$ cat config.mk
export PLATFORM = sky130hd
export DESIGN_NAME = pcc_config
export DESIGN_NICKNAME = d
export VERILOG_FILES = /design/src/hw/pcc_pkg.sv /design/src/hw/pcc_wb_slave.sv /design/src/hw/pcc_config.sv
export SDC_FILE = /design/constraint.sdc
export NUM_CORES = 1
export LEC_CHECK = 0
export BUFFER_PORTS_ARGS = -buffer_cell sky130_fd_sc_hd__buf_4
export CORE_ASPECT_RATIO = 0.5
export CORE_UTILIZATION = 56
export CTS_BUF_LIST = sky130_fd_sc_hd__clkbuf_8
export CTS_CLUSTER_DIAMETER = 120
export DETAILED_ROUTE_END_ITERATION = 8
export PLACE_DENSITY = 0.82
export SYNTH_ARGS = -nofsm -noshare
export SYNTH_HDL_FRONTEND = slang
export SYNTH_SLANG_ARGS = --single-unit
$ cat constraint.sdc
create_clock -name sys_clk -period 2.6 [get_ports sys_clk]
set_clock_uncertainty 0.2 [all_clocks]
set_input_delay 0.13 -clock sys_clk [delete_from_list [all_inputs] [get_ports sys_clk]]
set_output_delay 0.13 -clock sys_clk [all_outputs]
set_load 0.005 [all_outputs]
$ cat src/hw/pcc_pkg.sv
// package: register map, field positions, reset values and timing for the pll/clamp config block
package pcc_pkg;
  // register offsets (byte addresses are four times the index)
  localparam logic [7:0] PCC_IDX_PLL_MISC   = 8'h13;
  localparam logic [7:0] PCC_IDX_START_HIGH = 8'h14;
  localparam logic [7:0] PCC_IDX_START_LOW  = 8'h15;
  localparam logic [7:0] PCC_IDX_DAC_STAGE  = 8'h20;
  localparam logic [7:0] PCC_IDX_STATUS     = 8'h21;
  localparam logic [7:0] PCC_IDX_CLAMP_CFG  = 8'h22;
  localparam logic [7:0] PCC_IDX_DAC_LIVE   = 8'h23;
  // reset values
  localparam logic [7:0] PCC_RST_PLL_MISC   = 8'h04;
  localparam logic [7:0] PCC_RST_START_HIGH = 8'h00;
  localparam logic [7:0] PCC_RST_START_LOW  = 8'h03;
  localparam logic [7:0] PCC_RST_DAC        = 8'h80;
  localparam logic [7:0] PCC_RST_CLAMP_CFG  = 8'h03;
  // field positions in pll_misc_control
  localparam int PCC_BIT_LOCK_EDGE   = 0;
  localparam int PCC_BIT_PIN_DISABLE = 3;
  localparam int PCC_FN_LO           = 4;
  localparam int PCC_FN_HI           = 5;
  // field positions in the clamp configuration register, and widths of the clamp start registers
  localparam int PCC_BIT_DC_EN       = 0;
  localparam int PCC_BIT_COMP_EN     = 1;
  localparam int PCC_START_WIDTH     = 13;
  localparam int PCC_START_HIGH_BITS = 5;
  // pin function codes
  localparam logic [1:0] PCC_FN_CLOCK_INVERT = 2'h0;
  localparam logic [1:0] PCC_FN_EXT_CLAMP    = 2'h1;
  localparam logic [1:0] PCC_FN_EXT_COAST    = 2'h2;
  localparam logic [1:0] PCC_FN_EXT_PIXEL_CLOCK = 2'h3;
  // timing
  localparam int PCC_CLK_MHZ          = 100;
  localparam int PCC_UPDATE_MAX_MS    = 100;
  localparam int PCC_UPDATE_MAX_CYC   = PCC_UPDATE_MAX_MS * 1000 * PCC_CLK_MHZ;
  localparam int PCC_PIXCNT_WIDTH     = 13;
endpackage : pcc_pkg

$ cat src/hw/pcc_wb_slave.sv
// classic wishbone slave front end: one-cycle registered ack, decode of word index
`timescale 1ns/1ps
`default_nettype none
module pcc_wb_slave
  import pcc_pkg::*;
(
  // clock and reset
  input  wire logic       sys_clk,
  input  wire logic       rst,
  // wishbone
  input  wire logic       wbCyc,
  input  wire logic       wbStb,
  input  wire logic       wbWe,
  input  wire logic [9:0] wbAdr,
  input  wire logic [3:0] wbSel,
  output var  logic       wbAck,
  // decoded access, valid in the ack cycle
  output logic            wrPulse,
  output logic            rdCycle,
  output logic [7:0]      regIdx
);
  typedef struct packed {
    logic ack;
  } pcc_wb_state_t;
  pcc_wb_state_t state_reg;
  pcc_wb_state_t state_next;

  always_comb begin
    state_next = state_reg;
    // ack drops the cycle after it is given, so a held request is not acked in two cycles in a row
    state_next.ack = wbCyc && wbStb && !state_reg.ack;
  end

  always_ff @(posedge sys_clk) begin
    if (rst) begin
      state_reg <= '0;
    end else begin
      state_reg <= state_next;
    end
  end

  assign wbAck   = state_reg.ack;
  assign wrPulse = state_reg.ack && wbWe && wbSel[0];
  assign rdCycle = state_reg.ack && !wbWe;
  assign regIdx  = wbAdr[9:2];
endmodule : pcc_wb_slave
`default_nettype wire

$ cat src/hw/pcc_config.sv
// top: pll misc, multi-function pin routing, clamp pulse generation and offset dac update
`timescale 1ns/1ps
`default_nettype none
module pcc_config
  import pcc_pkg::*;
#(
  parameter int UPDATE_MAX_CYC = PCC_UPDATE_MAX_CYC
)(
  // clock and reset
  input  wire logic        sys_clk,
  input  wire logic        rst,
  // wishbone
  input  wire logic        wbCyc,
  input  wire logic        wbStb,
  input  wire logic        wbWe,
  input  wire logic [9:0]  wbAdr,
  input  wire logic [31:0] wbDatW,
  input  wire logic [3:0]  wbSel,
  output var  logic [31:0] wbDatR,
  output var  logic        wbAck,
  // video timing
  input  wire logic        hsyncIn,
  input  wire logic        multiFunctionClockPin,
  // pll controls
  output var  logic        pllLockLeadingEdge,
  output var  logic        sampleClockInvert,
  output var  logic        externalCoast,
  output var  logic        externalPixelClockSel,
  output var  logic        externalPixelClock,
  // clamp outputs
  output var  logic        clampPulse,
  output var  logic        dcRestoreStart,
  output var  logic        blackCompStart,
  output var  logic [7:0]  offsetDacValue
);
  ////////////////////////////////////////////////////////////////////////////
  typedef struct packed {
    logic [7:0]                  pllMisc;
    logic [7:0]                  startHigh;
    logic [7:0]                  startLow;
    logic [7:0]                  clampCfg;
    logic [7:0]                  dacStage;
    logic [7:0]                  dacLive;
    logic                        dacPending;
    logic [31:0]                 waitCnt;
    logic [PCC_PIXCNT_WIDTH-1:0] pixCnt;
    logic                        counting;
    logic                        hsyncPrev;
    logic                        pinPrev;
    logic                        lockLead;
    logic                        sample_clock_invert;
    logic                        coast;
    logic                        pixSel;
    logic                        external_pixel_clock;
    logic                        clamp;
    logic                        dcStart;
    logic                        compStart;
    logic [31:0]                 rdData;
  } pcc_state_t;
  pcc_state_t state_reg;
  pcc_state_t state_next;

  logic       wrPulse;
  logic [7:0] regIdx;

  pcc_wb_slave u_wb (
    .sys_clk (sys_clk),
    .rst     (rst),
    .wbCyc   (wbCyc),
    .wbStb   (wbStb),
    .wbWe    (wbWe),
    .wbAdr   (wbAdr),
    .wbSel   (wbSel),
    .wbAck   (wbAck),
    .wrPulse (wrPulse),
    .rdCycle (),
    .regIdx  (regIdx)
  );

  ////////////////////////////////////////////////////////////////////////////
  logic                        pinLevel;
  logic [1:0]                  pinFn;
  logic                        hsTrail;
  logic                        pinRise;
  logic                        intClamp;
  logic                        clampNow;
  logic [PCC_PIXCNT_WIDTH-1:0] startPix;
  logic [7:0]                  wrByte;

  always_comb begin
    // only the low byte lane carries register data; the upper lanes are ignored
    wrByte   = wbDatW[7:0];
    pinFn    = state_reg.pllMisc[PCC_FN_HI:PCC_FN_LO];
    pinLevel = multiFunctionClockPin && !state_reg.pllMisc[PCC_BIT_PIN_DISABLE];
    startPix = {state_reg.startHigh[PCC_START_HIGH_BITS-1:0], state_reg.startLow};
    // hsync is active high; trailing edge is the fall
    hsTrail  = state_reg.hsyncPrev && !hsyncIn;
    // pinPrev clears at reset, but the pin function is clock invert then, so a pin already high there gives no external clamp
    pinRise  = pinLevel && !state_reg.pinPrev;
    intClamp = state_reg.counting && (state_reg.pixCnt == startPix);
    // external clamp replaces the internal one entirely
    clampNow = (pinFn == PCC_FN_EXT_CLAMP) ? pinRise : intClamp;

    state_next           = state_reg;
    state_next.hsyncPrev = hsyncIn;
    state_next.pinPrev   = pinLevel;

    // counting stops at the match, so each line gives one internal clamp
    if (hsTrail) begin
      state_next.counting = 1'b1;
      state_next.pixCnt   = '0;
    end else if (state_reg.counting) begin
      if (intClamp) begin
        state_next.counting = 1'b0;
      end else begin
        state_next.pixCnt = state_reg.pixCnt + 13'h0001;
      end
    end

    // timeout so a dac write still lands with no clamp at all
    if (state_reg.dacPending) begin
      state_next.waitCnt = state_reg.waitCnt + 32'h00000001;
    end
    if (clampNow || (state_reg.dacPending && state_reg.waitCnt >= 32'(UPDATE_MAX_CYC - 1))) begin
      state_next.dacLive    = state_reg.dacStage;
      state_next.dacPending = 1'b0;
      state_next.waitCnt    = '0;
    end

    state_next.clamp     = clampNow;
    state_next.dcStart   = clampNow && state_reg.clampCfg[PCC_BIT_DC_EN];
    state_next.compStart = clampNow && state_reg.clampCfg[PCC_BIT_COMP_EN];

    // the lock edge only steers the pll; the clamp counter always starts on the trailing edge
    state_next.lockLead = state_reg.pllMisc[PCC_BIT_LOCK_EDGE];
    state_next.sample_clock_invert   = 1'b0;
    state_next.coast    = 1'b0;
    state_next.pixSel   = 1'b0;
    state_next.external_pixel_clock   = 1'b0;
    unique case (pinFn)
      PCC_FN_CLOCK_INVERT: state_next.sample_clock_invert = pinLevel;
      PCC_FN_EXT_CLAMP:    ;
      PCC_FN_EXT_COAST:    state_next.coast = pinLevel;
      PCC_FN_EXT_PIXEL_CLOCK: begin
        state_next.pixSel = 1'b1;
        state_next.external_pixel_clock = pinLevel;
      end
    endcase

    if (wrPulse) begin
      unique case (regIdx)
        PCC_IDX_PLL_MISC:   state_next.pllMisc   = wrByte;
        // bits above the 13-bit start are not stored and read back as zero
        PCC_IDX_START_HIGH: state_next.startHigh = {3'h0, wrByte[4:0]};
        PCC_IDX_START_LOW:  state_next.startLow  = wrByte;
        PCC_IDX_CLAMP_CFG:  state_next.clampCfg  = {6'h00, wrByte[1:0]};
        PCC_IDX_DAC_STAGE: begin
          state_next.dacStage   = wrByte;
          // a write racing a clamp keeps the new value pending
          state_next.dacPending = 1'b1;
          state_next.waitCnt    = '0;
        end
        default: ;
      endcase
    end

    // read data is taken at the request edge, so it stands from a flop in the ack cycle
    state_next.rdData = '0;
    if (wbCyc && wbStb && !wbWe && !wbAck) begin
      unique case (regIdx)
        PCC_IDX_PLL_MISC:   state_next.rdData = {24'h000000, state_reg.pllMisc};
        PCC_IDX_START_HIGH: state_next.rdData = {24'h000000, state_reg.startHigh};
        PCC_IDX_START_LOW:  state_next.rdData = {24'h000000, state_reg.startLow};
        PCC_IDX_CLAMP_CFG:  state_next.rdData = {24'h000000, state_reg.clampCfg};
        PCC_IDX_DAC_STAGE:  state_next.rdData = {24'h000000, state_reg.dacStage};
        PCC_IDX_DAC_LIVE:   state_next.rdData = {24'h000000, state_reg.dacLive};
        PCC_IDX_STATUS:     state_next.rdData = {30'h00000000, state_reg.counting, state_reg.dacPending};
        default:            state_next.rdData = '0;
      endcase
    end
  end

  ////////////////////////////////////////////////////////////////////////////
  always_ff @(posedge sys_clk) begin
    if (rst) begin
      state_reg           <= '0;
      state_reg.pllMisc   <= PCC_RST_PLL_MISC;
      state_reg.startHigh <= PCC_RST_START_HIGH;
      state_reg.startLow  <= PCC_RST_START_LOW;
      state_reg.clampCfg  <= PCC_RST_CLAMP_CFG;
      // offset dacs sit at mid scale out of reset
      state_reg.dacStage  <= PCC_RST_DAC;
      state_reg.dacLive   <= PCC_RST_DAC;
    end else begin
      state_reg <= state_next;
    end
  end

  // read data and ack are both flops loaded at the request edge
  assign wbDatR                = state_reg.rdData;
  assign pllLockLeadingEdge    = state_reg.lockLead;
  assign sampleClockInvert     = state_reg.sample_clock_invert;
  assign externalCoast         = state_reg.coast;
  assign externalPixelClockSel = state_reg.pixSel;
  assign externalPixelClock    = state_reg.external_pixel_clock;
  assign clampPulse            = state_reg.clamp;
  assign dcRestoreStart        = state_reg.dcStart;
  assign blackCompStart        = state_reg.compStart;
  assign offsetDacValue        = state_reg.dacLive;
endmodule : pcc_config
`default_nettype wire

==> results of run 1 <==
## Yosys cell counts (2+ instances only)
library cell / count / area, µm²
a31oi_1: 6 / 37.5
nor4_1: 4 / 25.0
nor2_1: 61 / 229
mux2i_1: 10 / 100
buf_4: 40 / 300
and3_1: 11 / 68.8
buf_6: 3 / 33.8
nor2b_1: 7 / 43.8
o21ai_0: 15 / 75.1
nand3_1: 29 / 145
nand4_1: 14 / 87.6
buf_2: 7 / 35.0
a222oi_1: 7 / 70.1
xor2_1: 18 / 158
nand4b_1: 8 / 70.1
clkbuf_1: 15 / 56.3
nand2_1: 55 / 206
or3_1: 6 / 37.5
a211o_1: 5 / 43.8
xnor2_1: 25 / 219
and2_1: 3 / 18.8
nor3_1: 14 / 70.1
ha_1: 2 / 25.0
dfxtp_1: 105 / 2100
a22oi_1: 7 / 52.6
a21oi_1: 35 / 175
and4_1: 5 / 43.8
inv_1: 5 / 18.8
nand2b_1: 12 / 75.1
## layout make-up
class	count	area [µm²]
multi-input cells	401	2350
clock inverters	5	53.8
inverters	5	18.8
flip-flops and latches	105	2100
fillers	693	2740
clock buffers	11	151
repair buffers	76	611
well taps	112	140
## power by group
part / internal (mW) / switching, mW
Sequential: 1.61 / 0.00488
Combinational: 0.0568 / 0.0705
Clock: 0.495 / 0.550
## cells in the final DEF, fill, tap and decap left out, types with 2 or more instances in the layout
cell and n:
inv_1 5, nand4b_1 8, a21oi_1 35, and4_1 5, dlygate4sd3_1 16, nor2b_1 7
a222oi_1 7, a211o_1 5, o21ai_0 15, a22oi_1 7, nand2_1 55, xor2_1 18
xnor2_1 25, nor2_1 61, conb_1 24, nand3_1 29, mux2i_1 10, nor3_1 13
and3_1 11, a31oi_1 6, clkbuf_8 11, dfxtp_1 105, nand2b_1 12, clkinv_2 3
nand4_1 14, nor4_1 4, or3_1 6, buf_4 60, and2_1 3, ha_1 2
## routing by layer
metal | share of wire, % | track usage [%] | vias up
met5 | 0 | 0 | -
met4 | 2.6 | 9.34 | 0
met3 | 7.1 | 5.71 | 41
met2 | 47 | 42.4 | 172
met1 | 43 | 30.5 | 1868
li1 | - | - | 1955
## cell families (layout without fill, tap and decap cells)
| logic type | after synthesis | after routing | synth area share [%] |
|---|---|---|---|
| and+or+nand+nor | 240 | 240 | 25.5 |
| DFF | 105 | 105 | 43.7 |
| xor gates and xnor gates | 43 | 43 | 7.83 |
| buffers and inverters | 71 | 97 | 9.34 |
| adders and majority gates | 2 | 2 | 0.520 |
| other | 1 | 24 | 0.0780 |
| muxes | 10 | 10 | 2.08 |
| AOI/OAI and AO/OA | 82 | 82 | 10.9 |
## stage by stage
step,util [%],worst slack (ns)
5_1_grt,66.4,0.0168
2_1_floorplan,-,0.524
3_3_place_gp,61.8,0.450
4_1_cts,66.3,0.145
6_report,66.4,0.116
3_5_place_dp,61.8,0.385
## how the worst min path moves through the flow
stage / startpoint / to / slack, ns / cells past startpoint
floorplan: rst / u_wb.wbAck / 0.02 / 1
global placement: hsyncIn / state_reg[41] / 0.16 / 2
detailed placement: hsyncIn / state_reg[41] / 0.16 / 2
CTS: rst / startPix[7] / 0.00006 / 2
global route: rst / startPix[3] / 0.02 / 2
finish: rst / startPix[6] / 0.01 / 2
## timing repair
item                                   in CTS  in global routing
setup endpoints to repair                   0                  1
endpoints found under the hold margin      46                  0
hold buffers                               16                  0
gates resized for setup                     0                  2
==> impl_metrics.yaml, run 1 <==
sta:
  fmax_mhz: 403
  finalHoldViolations: 0
  hold_ws_ns: 0.0136
  timing.final.crit_period_ns: 2.48
  rsz0062_at_grt: "false"
  setup_viol: 0
  post-route-period-util_pct: 95.5
  setup_tns_ns: 0
  worst_pin_slew_ns: 0.613
  maxSlewViolCount: 0
  relSlewSlack_pct: 59.0
synth:
  yosysWarnings: 0
  synth.distinct_cells: 49
  synth_seq_cells: 105
  ys_seq_area_share_pct: 43.7
  async_flop_share_pct: 0
  syn-cell-area_um2: 4810
  synth-edff-count: 0
  netlist_instances: 554
  avgSynthCellArea_um2: 8.68
  synthFlopType: "dfxtp_1"
worst_hold_path:
  hold_class: "in2reg"
worst_setup_path:
  rr_worst_depth: 7
  cp_common_cell: "dlygate4sd3_1"
  endpoint_kind: "flop"
  critPathKind: "in2reg"
  crit_fanout: 5
  crit_chain: "buf_4 > or4b_4 > nor3_4 > nand3_1 > o21ai_0 > nand2b_1 > dlygate4sd3_1 > a31oi_1 > dlygate4sd3_1"
  crit_end: "wbDatR[0]"
  startpoint: "wbAdr[6]"
  critPathTopFamily: "buffers and inverters"
  cp_slowest_cell: "dlygate4sd3_1"
  start_kind: "input port"
  r2r_start: "state_reg[88]"
  critPathMaxStageDelay_ns: 0.57
  crit_arrival_ns: 2.61
  timing.critical_path.buf_inv: 3
  required_ns: 2.72
  reg2reg_slack_ns: 0.18
  r2r-end: "wbDatR[0]"
  critical_path_depth: 9
floorplanning:
  core_area_um2: 8170
  num_rows: 23
  dieArea_um2: 8980
  dieHeight_um: 67.5
  pin_count: 102
  start_util_pct: 58.8
  die_w_um: 133
clocking:
  cts_setup_buffers: 0
  htree_num_levels: 3
  ctsLongestPathBuffers: 2
  numCtsBuffers: 9
  ctsRootBufferMaster: "clkbuf_8"
  cts_sinks: 105
  clkTransAtPathRegs_ns: 0.09
  cts_tree: "done"
  clock_latency_ns: 0.38
final_layout:
  area_delta_synth_final_pct: 13.0
  fin_cells: 715
  nets: 653
  largest_reg_flops: 64
  design_area_um2: 5430
  drive_gt1_share_pct: 14.4
  diodes: 0
placement:
  place_area_um2: 5050
  place_congestion: 0.887
  dp.cells: 683
  dp_hpwl_um: 7130
  io_buffers: 48
detailed_routing:
  antenna_left: 0
  num_vias: 4036
  drt_iter0_drc: 513
  firstDrtPassIters: 8
  drc: 0
  wirelength_um: 10600
  wire_per_inst_um: 14.9
  viasPerCell: 5.64
power:
  p_leak_nw: 2.00
  powerDensity_nw_per_um2: 514
  report.power.total_mw: 2.79
  vdd_drop_max_uv: 296
grt:
  grt_max_degree: 58
  antenna_found_initial: 0
  globalRouteTotalUtil_pct: 24.6
  grt_pass1_wl_um: 17200
  grt_pass1_vias: 3519
  grt-ovfl-total: 0
flow_run:
  maxCapViolations: 0
outcome:
  outcome: "complete, no violations"
No activity file was read; power rests on OpenSTA's default activity.
==> run 2, diff against run 1 <==
--- a/config.mk
+++ b/config.mk
@@ -5,13 +5,14 @@
 export SDC_FILE = /design/constraint.sdc
 export NUM_CORES = 1
 export LEC_CHECK = 0
+export ABC_AREA = 1
 export BUFFER_PORTS_ARGS = -buffer_cell sky130_fd_sc_hd__buf_4
 export CORE_ASPECT_RATIO = 0.5
-export CORE_UTILIZATION = 56
+export CORE_UTILIZATION = 58
 export CTS_BUF_LIST = sky130_fd_sc_hd__clkbuf_8
 export CTS_CLUSTER_DIAMETER = 120
 export DETAILED_ROUTE_END_ITERATION = 8
-export PLACE_DENSITY = 0.82
+export PLACE_DENSITY = 0.83
 export SYNTH_ARGS = -nofsm -noshare
 export SYNTH_HDL_FRONTEND = slang
 export SYNTH_SLANG_ARGS = --single-unit
==> run 2 against run 1 <==
Effect of this change:
- power grew 0.80%
- cell area grew 11%
- via count grew 22%
- core utilization grew 1.1 points
- first-iteration DRC count shrank 24%
- critical endpoint is now startPix[9]
- largest cell class unchanged
- global-route usage grew 1.8 points
- cell count grew 33%
- routed wire length grew 16%
- sequential cell count is the same
- die area grew 9.9%
- hold slack gained 0.091 ns
- non-clock buffer count shrank 10
==> impl_metrics.yaml, run 2 <==
final_layout:
  design_area_um2: 6040
  layout_commonest_cell: "nand2_1"
  drive_gt1_share_pct: 12.7
  diodes: 0
  area_delta_synth_final_pct: 10.2
  largest_reg_flops: 64
  nets: 883
  final_cell_mix: "nand2_1, nor2_1, dfxtp_1"
floorplanning:
  pin_count: 102
  core_area_um2: 8950
  die_w_um: 140
  dieArea_um2: 9870
  start_util_pct: 61.3
  dieHeight_um: 70.8
  num_rows: 24
worst_setup_path:
  crit_fanout: 10
  required_ns: 2.65
  critPathKind: "in2reg"
  start_kind: "input port"
  crit_arrival_ns: 2.15
  endpoint_kind: "flop"
grt:
  grt_pass1_wl_um: 20800
  grt-ovfl-total: 0
  globalRouteTotalUtil_pct: 26.4
  grt_max_degree: 38
  antenna_found_initial: 0
  grt_pass1_vias: 4663
clocking:
  numCtsBuffers: 9
  htree_num_levels: 3
  cts.repair.resized: 0
  cts_sinks: 105
  ctsLongestPathBuffers: 2
  clkTransAtPathRegs_ns: 0.10
  cts_setup_buffers: 0
  clock_latency_ns: 0.38
  cts_tree: "done"
  ctsRootBufferMaster: "clkbuf_8"
synth:
  async_flop_share_pct: 0
  netlist_instances: 783
  avgSynthCellArea_um2: 7.01
  synth.most_common_cell: "nand2_1"
  yosysTopAreaCellShare_pct: 38.3
  ys_seq_area_share_pct: 38.3
  synth.distinct_cells: 41
  synthFlopType: "dfxtp_1"
  synth-edff-count: 0
  synth_area_leaders: "dfxtp_1, nand2_1, nor2_1"
  synth_seq_cells: 105
  synth_common_cells: "nand2_1, nor2_1, dfxtp_1, inv_1, a21oi_1"
  yosys.area.top_type: "dfxtp_1"
  syn-cell-area_um2: 5490
  yosysWarnings: 0
detailed_routing:
  firstDrtPassIters: 5
  viasPerCell: 5.20
  wirelength_um: 12300
  num_vias: 4939
  antenna_left: 0
  drt_iter0_drc: 390
  wire_per_inst_um: 12.9
  drc: 0
sta:
  finalHoldViolations: 0
  rsz0062_at_grt: "false"
  worst_pin_slew_ns: 0.684
  maxSlewViolCount: 0
  post-route-period-util_pct: 80.8
  setup_tns_ns: 0
  fmax_mhz: 476
  setup_viol: 0
  timing.final.crit_period_ns: 2.10
  relSlewSlack_pct: 54.1
placement:
  io_buffers: 48
  place_congestion: 0.901
  place_area_um2: 5680
  dp_hpwl_um: 8830
power:
  powerDensity_nw_per_um2: 465
  p_leak_nw: 2.52
  vdd_drop_max_uv: 230
flow_run:
  maxCapViolations: 0
worst_hold_path:
  hold_class: "in2reg"
outcome:
  outcome: "complete, no violations"
[run 2: final cells by class]
class	instances	area, µm²
inverters	97	367
multi-input cells	549	2690
clock inverters	5	55.1
clock buffers	11	151
fillers	770	2910
repair buffers	66	536
well taps	117	146
flip-flops and latches	105	2100
[run 2: critical path, stage by stage]
cell           delay [ns]
dlygate4sd3_1        0.54
buf_4                0.15
inv_1                0.08
nand2_1              0.05
inv_1                0.11
nand4_1              0.32
or2_0                0.47
o21ai_0              0.23
a21oi_1              0.07
[run 2: per-stage QoR]
step           std cells  total power, mW  worst slack, ns  util (%)  hold WS (ns)
2_1_floorplan        806             1.75            0.872         -        0.0139
3_3_place_gp         918             1.77            0.579      63.4         0.152
3_5_place_dp         918             1.77            0.510      63.4         0.167
4_1_cts              950             2.82            0.491      67.5        0.0919
5_1_grt              950             2.90            0.282      67.5         0.157
6_report             950             2.81            0.499      67.5         0.105
[run 2: timing repair]
action                                 CTS  global route
hold buffers                            16             0
endpoints found under the hold margin   41             0
setup endpoints to repair                0             0
[run 2: routing by layer]
layer,up-vias,share of wire (%),track usage [%]
met5,-,0,0
li1,2512,-,-
met4,0,2.1,10.9
met3,31,4.9,5.28
met1,2249,45,31.8
met2,147,48,46.9
[run 2: power by group]
part	switching, mW	internal (mW)	total [mW]
Combinational	0.0835	0.0555	0.139
Sequential	0.00421	1.61	1.62
Clock	0.561	0.495	1.06
[run 2: path summary, 6_finish.rpt]
path                    end           start  slack, ns  cells past startpoint
max             startPix[9]        wbAdr[2]       0.50                      9
min          state_reg[106]        wbAdr[8]       0.11                      7
max reg2reg   state_reg[75]   state_reg[56]       0.50                     12
min reg2reg  state_reg[131]  state_reg[131]       0.27                      2
[run 2: cell families after synthesis]
group	Yosys count	synth area share, %
AO/OA/AOI/OAI	108	10.3
XOR/XNOR	30	4.79
adder cells (fa/ha/maj)	2	0.456
buffers and inverters	152	14.3
flip-flops	105	38.3
other	1	0.0684
AND/OR/NAND/NOR	385	31.8
